**config.mk**
```make
export PLATFORM = sky130hd
export DESIGN_NAME = bcx_exec
export DESIGN_NICKNAME = d
export VERILOG_FILES = /design/src/pkg/bcx_pkg.sv /design/src/logic/bcx_exec.sv /design/src/logic/bcx_field_mask.sv /design/src/logic/bcx_not_and.sv
export VERILOG_INCLUDE_DIRS = /design/src /design/src/pkg
export SDC_FILE = /design/constraint.sdc
export NUM_CORES = 1
export LEC_CHECK = 0
export BUFFER_PORTS_ARGS = -buffer_cell sky130_fd_sc_hd__buf_2
export CORE_MARGIN = 8
export CORE_UTILIZATION = 49
export DETAILED_ROUTE_END_ITERATION = 12
export PLACE_DENSITY_LB_ADDON = 0.3
export SKIP_LAST_GASP = 1
export SYNTH_ARGS = -nofsm -noshare
export SYNTH_HDL_FRONTEND = slang
export SYNTH_SLANG_ARGS = --single-unit
```
**constraint.sdc**
```tcl
create_clock -name core_clk -period 5.97 [get_ports core_clk]
set_input_delay 1.791 -clock core_clk [delete_from_list [all_inputs] [get_ports core_clk]]
set_output_delay 1.791 -clock core_clk [all_outputs]
set_load 0.005 [all_outputs]
```
**src/pkg/bcx_regs.svh**
```systemverilog
// constants for the bit-clear / insert / break / call execute block
`ifndef BCX_REGS_SVH
`define BCX_REGS_SVH
`define BCX_REG_SP        4'hD
`define BCX_REG_PC        4'hF
`define BCX_SIGN_BIT      31
`define BCX_BIC16_OPC     10'h10E
`define BCX_BIC16_HI      15
`define BCX_BIC16_LO      6
`define BCX_DEBUG_BREAK_INSTR_OPC      8'hBE
`define BCX_DEBUG_BREAK_INSTR_HI       15
`define BCX_DEBUG_BREAK_INSTR_LO       8
`define BCX_BFI_OPC       12'hF36
`define BCX_BICI_OPC      11'h782
`define BCX_BICR_OPC      11'h751
`define BCX_BL_OPC1       5'h1E
`define BCX_BL_OPC2       2'h3
`define BCX_LSL_ZERO      5'h00
`define BCX_T32_PFX       5'h1E
`define BCX_BICI_OP       5'h01
`define BCX_REG_LR        4'hE
`define BCX_HALF_ZERO     16'h0000
`endif

```
**src/pkg/bcx_pkg.sv**
```systemverilog
// types for the bit-clear / insert / break / call execute block
package bcx_pkg;
    typedef enum logic [2:0] {
        BCX_OP_NONE = 3'h0,
        BCX_OP_BFI  = 3'h1,
        BCX_OP_BICI = 3'h3,
        BCX_OP_BICR = 3'h2,
        BCX_OP_DEBUG_BREAK_INSTR = 3'h6,
        BCX_OP_BL   = 3'h7
    } bcx_op_t;

    typedef struct packed {
        logic n;
        logic z;
        logic c;
        logic v;
    } bcx_flags_t;

    typedef struct packed {
        logic        reg_we;
        logic [3:0]  reg_addr;
        logic [31:0] reg_data;
        logic        flags_we;
        bcx_flags_t  flags;
        logic        branch;
        logic [31:0] branch_target;
        logic        dbg_monitor;
        logic        dbg_halt;
        logic        unpredictable;
        logic        done;
    } bcx_result_t;

    typedef struct packed {
        logic [3:0]  rd;
        logic [3:0]  rn;
        logic [3:0]  rm;
        logic        setflags;
        logic        is32;
        logic [4:0]  lsb;
        logic [4:0]  msb;
        logic [1:0]  shift_type;
        logic [4:0]  shift_amt;
        logic [11:0] mod_imm;
        logic [31:0] offset;
        logic        bad_regs;
    } bcx_fields_t;
endpackage

```
**src/logic/bcx_exec.sv**
```systemverilog
// decode and execute of insert, bit clear, breakpoint and call
`timescale 1ns/100ps
`include "bcx_regs.svh"
// Overview of operation
// (RULE1) Bit-field insert copies the low msb-lsb+1 source bits into destination bits msb..lsb.
// (RULE2) Immediate bit clear with destination or source register 13 or 15 is unpredictable.
// (RULE3) Immediate bit clear writes source AND NOT expanded constant, keeping expansion carry.
// (RULE4) With flag update, N takes result bit 31, Z the zero test, C the carry, V is kept.
// (RULE5) The 16-bit register bit clear uses one field as destination and first operand, no shift.
// (RULE6) The 16-bit register bit clear updates flags only outside a conditional block.
// (RULE7) The 32-bit register bit clear takes S, type and imm3:imm2 shift; 13 or 15 unpredictable.
// (RULE8) Register bit clear shifts the second operand and writes first AND NOT shifted value.
// (RULE9) The breakpoint raises a monitor trap or a debug halt depending on debug configuration.
// (RULE10) The breakpoint executes regardless of condition and conditional block position.
// (RULE11) The breakpoint low-byte immediate is ignored by the hardware.
// (RULE12) Call offset is sign extended S:I1:I2:imm10:imm11:0 with I = not(J xor S).
// (RULE13) A call inside a conditional block other than last position is unpredictable.
// (RULE14) Call offsets are even and span -16777216 to 16777214.
// (RULE15) A passing call writes next address with bit 0 set to the link register and branches.
// (RULE16) Except breakpoint, writes happen only when the condition passes.
// (RULE17) Immediate bit clear expands i:imm3:imm8 through the shared expander with carry in.
module bcx_exec
    import bcx_pkg::*;
(
    // clock and reset
    input  wire logic                 core_clk,
    input  wire logic                 rst,
    // instruction in
    input  wire logic                 instr_valid,
    input  wire logic [31:0]          instr,
    input  wire logic                 cond_pass,
    input  wire logic                 in_cond_block,
    input  wire logic                 last_in_cond_block,
    input  wire logic [31:0]          program_counter,
    input  wire logic [31:0]          next_instr_addr,
    // register and flag reads
    input  wire logic [31:0]          rn_value,
    input  wire logic [31:0]          rm_value,
    input  wire logic [31:0]          rd_value,
    input  wire bcx_pkg::bcx_flags_t  program_status_flags,
    // shared helpers
    input  wire logic [31:0]          expanded_constant,
    input  wire logic                 expand_carry,
    input  wire logic [31:0]          shifted_value,
    input  wire logic                 shift_carry,
    // debug configuration
    input  wire logic                 monitor_mode,
    // helper requests
    output logic      [11:0]          expand_field,
    output logic      [1:0]           shift_type,
    output logic      [4:0]           shift_amt,
    output logic      [3:0]           rn_sel,
    output logic      [3:0]           rm_sel,
    output logic      [3:0]           rd_sel,
    // results
    output bcx_pkg::bcx_result_t      result
);
    import bcx_pkg::*;

    // ----------------------------------------
    // state
    // ----------------------------------------
    typedef struct packed {
        bcx_result_t res;
    } bcx_state_t;

    bcx_state_t  st_q;
    bcx_state_t  st_d;
    bcx_op_t     op;
    bcx_fields_t f;
    logic [31:0] field_mask;
    logic [31:0] bfi_src;
    logic [31:0] bic_opnd;
    logic [31:0] bic_res;
    logic        bic_zero;
    logic        bic_carry;
    logic        i1;
    logic        i2;

    // ----------------------------------------
    // decode
    // ----------------------------------------
    always_comb begin
        op = BCX_OP_NONE;
        f  = '0;
        i1 = ~(instr[13] ^ instr[26]); // see (RULE12)
        i2 = ~(instr[11] ^ instr[26]); // see (RULE12)
        if (instr[31:16] == `BCX_HALF_ZERO
            && instr[`BCX_BIC16_HI:`BCX_BIC16_LO] == `BCX_BIC16_OPC) begin
            op         = BCX_OP_BICR;
            f.rd       = {1'b0, instr[2:0]}; // see (RULE5)
            f.rn       = {1'b0, instr[2:0]}; // see (RULE5)
            f.rm       = {1'b0, instr[5:3]};
            f.setflags = ~in_cond_block; // see (RULE6)
            f.shift_amt = `BCX_LSL_ZERO; // see (RULE5)
        end else if (instr[31:16] == `BCX_HALF_ZERO
                     && instr[`BCX_DEBUG_BREAK_INSTR_HI:`BCX_DEBUG_BREAK_INSTR_LO] == `BCX_DEBUG_BREAK_INSTR_OPC) begin
            op = BCX_OP_DEBUG_BREAK_INSTR; // imm8 unused, see (RULE11)
        end else if (instr[31:20] == `BCX_BFI_OPC && instr[15] == 1'b0
                     && instr[19:16] != `BCX_REG_PC) begin
            op     = BCX_OP_BFI;
            f.is32 = 1'b1;
            f.rd   = instr[11:8];
            f.rn   = instr[19:16];
            f.lsb  = {instr[14:12], instr[7:6]};
            f.msb  = instr[4:0];
            f.bad_regs = (f.rd == `BCX_REG_SP) || (f.rd == `BCX_REG_PC)
                         || (f.rn == `BCX_REG_SP) || (f.msb < f.lsb); // see (RULE1)
        end else if (instr[31:27] == `BCX_T32_PFX && instr[25:21] == `BCX_BICI_OP
                     && instr[15] == 1'b0) begin
            op         = BCX_OP_BICI;
            f.is32     = 1'b1;
            f.rd       = instr[11:8];
            f.rn       = instr[19:16];
            f.setflags = instr[20];
            f.mod_imm  = {instr[26], instr[14:12], instr[7:0]}; // see (RULE17)
            f.bad_regs = (f.rd == `BCX_REG_SP) || (f.rd == `BCX_REG_PC)
                         || (f.rn == `BCX_REG_SP) || (f.rn == `BCX_REG_PC); // see (RULE2)
        end else if (instr[31:21] == `BCX_BICR_OPC) begin
            op           = BCX_OP_BICR;
            f.is32       = 1'b1;
            f.rd         = instr[11:8];
            f.rn         = instr[19:16];
            f.rm         = instr[3:0];
            f.setflags   = instr[20]; // see (RULE7)
            f.shift_type = instr[5:4]; // see (RULE7)
            f.shift_amt  = {instr[14:12], instr[7:6]}; // see (RULE7)
            f.bad_regs   = (f.rd == `BCX_REG_SP) || (f.rd == `BCX_REG_PC)
                           || (f.rn == `BCX_REG_SP) || (f.rn == `BCX_REG_PC)
                           || (f.rm == `BCX_REG_SP) || (f.rm == `BCX_REG_PC); // see (RULE7)
        end else if (instr[31:27] == `BCX_BL_OPC1 && instr[15:14] == `BCX_BL_OPC2
                     && instr[12] == 1'b1) begin
            op       = BCX_OP_BL;
            f.is32   = 1'b1;
            f.offset = {{8{instr[26]}}, i1, i2, instr[25:16], instr[10:0], 1'b0}; // see (RULE12)
            f.bad_regs = in_cond_block && !last_in_cond_block; // see (RULE13)
        end
    end

    // ----------------------------------------
    // datapath
    // ----------------------------------------
    bcx_field_mask #(
        .WIDTH (32)
    ) u_mask (
        .lsb  (f.lsb),
        .msb  (f.msb),
        .mask (field_mask)
    );

    assign bfi_src  = rn_value << f.lsb; // see (RULE1)
    assign bic_opnd = (op == BCX_OP_BICI) ? expanded_constant : shifted_value; // see (RULE3)
    assign bic_carry = (op == BCX_OP_BICI) ? expand_carry : shift_carry; // see (RULE8)

    bcx_not_and #(
        .WIDTH (32)
    ) u_bic (
        .a    (rn_value),
        .b    (bic_opnd),
        .y    (bic_res),
        .zero (bic_zero)
    );

    // ----------------------------------------
    // execute
    // ----------------------------------------
    always_comb begin
        st_d     = st_q;
        st_d.res = '0;
        if (instr_valid && op != BCX_OP_NONE) begin
            st_d.res.done          = 1'b1;
            st_d.res.unpredictable = f.bad_regs;
            st_d.res.flags         = program_status_flags;
            case (op)
                BCX_OP_BFI: begin
                    st_d.res.reg_we   = cond_pass && !f.bad_regs; // see (RULE16)
                    st_d.res.reg_addr = f.rd;
                    st_d.res.reg_data = (rd_value & ~field_mask)
                                        | (bfi_src & field_mask); // see (RULE1)
                end
                BCX_OP_BICI, BCX_OP_BICR: begin
                    st_d.res.reg_we   = cond_pass; // see (RULE16)
                    st_d.res.reg_addr = f.rd;
                    st_d.res.reg_data = bic_res; // see (RULE3) see (RULE8)
                    st_d.res.flags_we = cond_pass && f.setflags; // see (RULE4)
                    if (f.setflags) begin
                        st_d.res.flags.n = bic_res[`BCX_SIGN_BIT]; // see (RULE4)
                        st_d.res.flags.z = bic_zero; // see (RULE4)
                        st_d.res.flags.c = bic_carry; // see (RULE4)
                    end
                end
                BCX_OP_DEBUG_BREAK_INSTR: begin
                    st_d.res.dbg_monitor = monitor_mode; // see (RULE9) see (RULE10)
                    st_d.res.dbg_halt    = ~monitor_mode; // see (RULE9) see (RULE10)
                end
                BCX_OP_BL: begin
                    st_d.res.reg_we        = cond_pass; // see (RULE15) see (RULE16)
                    st_d.res.reg_addr      = `BCX_REG_LR;
                    st_d.res.reg_data      = {next_instr_addr[31:1], 1'b1}; // see (RULE15)
                    st_d.res.branch        = cond_pass;
                    st_d.res.branch_target = program_counter + f.offset; // see (RULE14)
                end
                default: begin
                    st_d.res.done = 1'b0;
                end
            endcase
        end
    end

    always_ff @(posedge core_clk) begin
        if (rst) begin
            st_q <= '0;
        end else begin
            st_q <= st_d;
        end
    end

    // ----------------------------------------
    // outputs
    // ----------------------------------------
    assign result       = st_q.res;
    assign expand_field = f.mod_imm;
    assign shift_type   = f.shift_type;
    assign shift_amt    = f.shift_amt;
    assign rn_sel       = f.rn;
    assign rm_sel       = f.rm;
    assign rd_sel       = f.rd;
endmodule // bcx_exec

```
**src/logic/bcx_field_mask.sv**
```systemverilog
// mask of bits lsb..msb for the bit-field insert
`timescale 1ns/100ps
module bcx_field_mask #(
    parameter int WIDTH = 32
) (
    // field bounds
    input  wire logic [4:0]       lsb,
    input  wire logic [4:0]       msb,
    // mask out
    output logic      [WIDTH-1:0] mask
);
    always_comb begin
        for (int i = 0; i < WIDTH; i++) begin
            mask[i] = (i[4:0] >= lsb) && (i[4:0] <= msb);
        end
    end
endmodule // bcx_field_mask

```
**src/logic/bcx_not_and.sv**
```systemverilog
// bitwise a and not b with zero detect
`timescale 1ns/100ps
module bcx_not_and #(
    parameter int WIDTH = 32
) (
    // operands
    input  wire logic [WIDTH-1:0] a,
    input  wire logic [WIDTH-1:0] b,
    // result
    output logic      [WIDTH-1:0] y,
    output logic                  zero
);
    assign y    = a & ~b;
    assign zero = (y == '0);
endmodule // bcx_not_and

```
==> flow_summary.rst <==
.. list-table::
   :header-rows: 1

   * - Metric
     - Value
   * - GRT Resource Usage Total
     - 39.8%
   * - Vertical die dimension
     - about 150 um
   * - Arr. time, crit path
     - approximately 3.8 ns
   * - Multiplexer area fraction after synthesis
     - around 8%
   * - Most utilized layer in the global route result
     - met2
   * - Number of distinct library cells after synthesis
     - 80
   * - Pin count of the biggest net entering global routing
     - 35
   * - DRT Wirelength
     - 46300 um
   * - Level count of the clock H-tree
     - 3
   * - EDFF count, synth
     - 0
   * - Total Nets Final
     - around 1800
   * - Area share of and/or/nand/nor cells after synthesis
     - 29.8%
   * - Number of antenna violations at the first check in global routing
     - 1
   * - Most frequent cells after synthesis
     - 159 x nand2_1, 115 x nor2_1, 89 x a21oi_1
   * - Crit Path Class
     - in -> out
   * - Slew at the pin closest to its max-slew limit
     - 1.00 ns
   * - Number of remaining DRC errors
     - 0
   * - Initial core utilization
     - between 40% and 50%
   * - Final routed wire length divided by cell count
     - between 20 and 30 um
   * - Clock root buffer
     - clkbuf_16
   * - Post-Syn Area per Cell
     - between 7 and 8 sq um
   * - Most numerous cell in the Yosys netlist
     - nand2_1
   * - Final Non-Filler Cells
     - approximately 1700
   * - Leakage power
     - between 0.005 and 0.006 uW
   * - Syn Nets
     - 1529
   * - Critical path startpoint category
     - input pin
   * - Overall die area
     - roughly 0.022 sq mm
   * - Hold Path Stages
     - 2
   * - Yosys warning total
     - 0
   * - Source of the worst hold timing path
     - monitor_mode
   * - PwrDens
     - between 100 and 150 mW/mm^2
   * - Most used flip-flop cell after synthesis
     - dfxtp_1
   * - Final Hold Slack
     - around 1.6 ns
   * - Highest clock rate
     - about 180 MHz
   * - Area of the placeable core
     - between 0.015 and 0.02 sq mm
   * - Area fraction of the dominant cell type after synthesis
     - roughly 18%
   * - RSZ-0062 raised after global routing
     - false
   * - Maximum resistive drop on vdd
     - around 0.00013 V
   * - Hold buffer count at CTS
     - 0
   * - Final Hold Fails
     - 0
   * - Top cells by area in the synthesized netlist
     - dfxtp_1 18%, nand2_1 6.9%, mux2i_1 6.5%
   * - Via Count
     - about 12000
   * - Area overhead of the layout relative to synthesis
     - 23.9%
   * - Horizontal extent of the die
     - between 100 and 150 um
   * - Number of max-cap violations
     - 0
   * - Total negative slack for setup checks
     - 0 ns
   * - Worst-path maximum fanout
     - 9
   * - Met3 routing resource usage after global routing
     - a little under an eighth
   * - Detailed Route Iter0 Violations
     - 1876
   * - Number of buffers inserted by post-CTS setup repair
     - 0
   * - Port Buffer Count
     - roughly 350
   * - Count of endpoints failing setup in the final report
     - 0
   * - Share of the yosys chip area belonging to registers
     - 18.3%
   * - Status
     - finished clean
   * - Share of flip-flops with an asynchronous set or reset
     - 0%
   * - TritonCTS Buffers
     - 9
   * - Post-detailed-route via-to-cell ratio
     - around 6.7
   * - Xor/xnor share of the synthesized area
     - between 2 and 3%
   * - Placed cell count
     - between 1500 and 2000
   * - TritonCTS clock tree
     - built
   * - Final RePlAce weighted congestion
     - ~1.0
   * - Synth area leader
     - dfxtp_1
   * - Clock input transition at the sequential cells of the worst setup and hold paths
     - 0.07 ns
   * - Total number of clock tree sinks
     - around 80
   * - Max Buffers Root-to-Sink
     - 2
   * - Area share of fa/ha/maj cells after synthesis
     - 5.16%
   * - First-pass detailed-route iteration total
     - 6
   * - Combinational family with the most area after synthesis
     - simple AND/OR/NAND/NOR gates
   * - Worst hold path endpoint
     - result[2]
   * - Placement Rows
     - between 40 and 50
   * - Min Tclk post-route
     - around 5.6 ns
   * - Share of the synthesized area in compound gates (AO/OA/AOI/OAI)
     - 28.3%
   * - Crit. End Element
     - primary output
   * - Remaining global-route overflow
     - 0
   * - Type of the worst min-delay path
     - in -> reg
   * - Worst slew margin relative to its limit
     - around a third
   * - Sum of net half-perimeters after detailed placement
     - 36900 um
   * - Number of placed I/O pins
     - around 380
   * - Grt met1 use
     - 53.0%
   * - Antenna-violating nets left
     - 0
   * - Synthesized netlist cell count
     - ~1200
   * - Met2 Resource Use GR
     - around three fifths
   * - Final cycle utilization of the critical path
     - about 93%
   * - Summed instance area of the synthesized netlist
     - around 0.0086 sq mm
   * - Via count of the first global-routing pass
     - around 11000
   * - Required time worst endpoint
     - 4.18 ns
   * - Share of layout cells above drive strength 1
     - between 20 and 30%
   * - Cts repair resizes
     - 0
   * - #FFs+latches synth
     - 79
   * - Final Slew Violations
     - 0
   * - Wire length of the first global-routing pass
     - approximately 67000 um
   * - Number of flip-flops under the largest register name
     - roughly 80
-- cells in the final DEF (no fill, tap or decap), drive strengths merged, types with 19 or more instances in the layout --
cell    synthesis  final
nand2         159    159
and3           43     43
nor3           30     30
buf            61    382
dfxtp          79     79
mux2i          56     56
a21oi          89     89
a31oi          19     19
inv            19     24
a211oi         19     19
nor2          116    116
ha             34     34
nand3          65     65
and2           31     31
o21ai          66     66
-- cell type report --
class	instances	area, sq um
Sequential cell	79	1580
Clock buffer	9	225
Clock inverter	7	86.3
Antenna cell	2	5.00
Tap cell	225	282
Timing Repair Buffer	382	2000
Inverter	21	78.8
Fill cell	1654	6590
Multi-Input combinational cell	1018	6440
-- logic make-up after synthesis --
logic type	Yosys count
multiplexers	68
AND/OR/NAND/NOR	529
buffers and inverters	128
AO/OA/AOI/OAI	358
adder cells (fa/ha/maj)	35
XOR/XNOR	28
flip-flops	79
-- through the flow --
stage	utilization (%)	setup slack [ns]	instance area [sq um]	total power (uW)
after floorplan	-	0.612	8640	693
after global placement	60.1	0.426	10400	872
after detailed placement	60.1	0.367	10400	873
after CTS	61.9	0.463	10700	1470
after global routing	61.9	0.218	10700	1530
final	61.9	0.396	10700	1490
-- metal layers --
layer / up-vias / share of wire, %
li1: 5109 / -
met1: 5398 / 38
met2: 1048 / 42
met3: 174 / 15
met4: 0 / 4.8
met5: - / 0
-- worst max-delay path, stage by stage --
cell and delay, ns:
buf_2 0.15, or4_1 0.50, nor3_1 0.34, and3_1 0.53, a22o_1 0.32, buf_2 0.15
-- report_power, final --
part,switching (uW),internal (uW)
registers,0.0331,527
logic,222,131
clock network,272,335
total,494,993
-- worst max path at each step --
stage                     slack [ns]    endpoint       from
after floorplan                 0.61  result[20]  instr[30]
after global placement          0.43  result[35]  instr[27]
after detailed placement        0.37  result[34]  instr[16]
after CTS                       0.46   rd_sel[2]  instr[16]
after global routing            0.22  result[34]  instr[16]
final                           0.40   rd_sel[2]  instr[16]
Note: power is estimated with default switching activity, not from simulation.
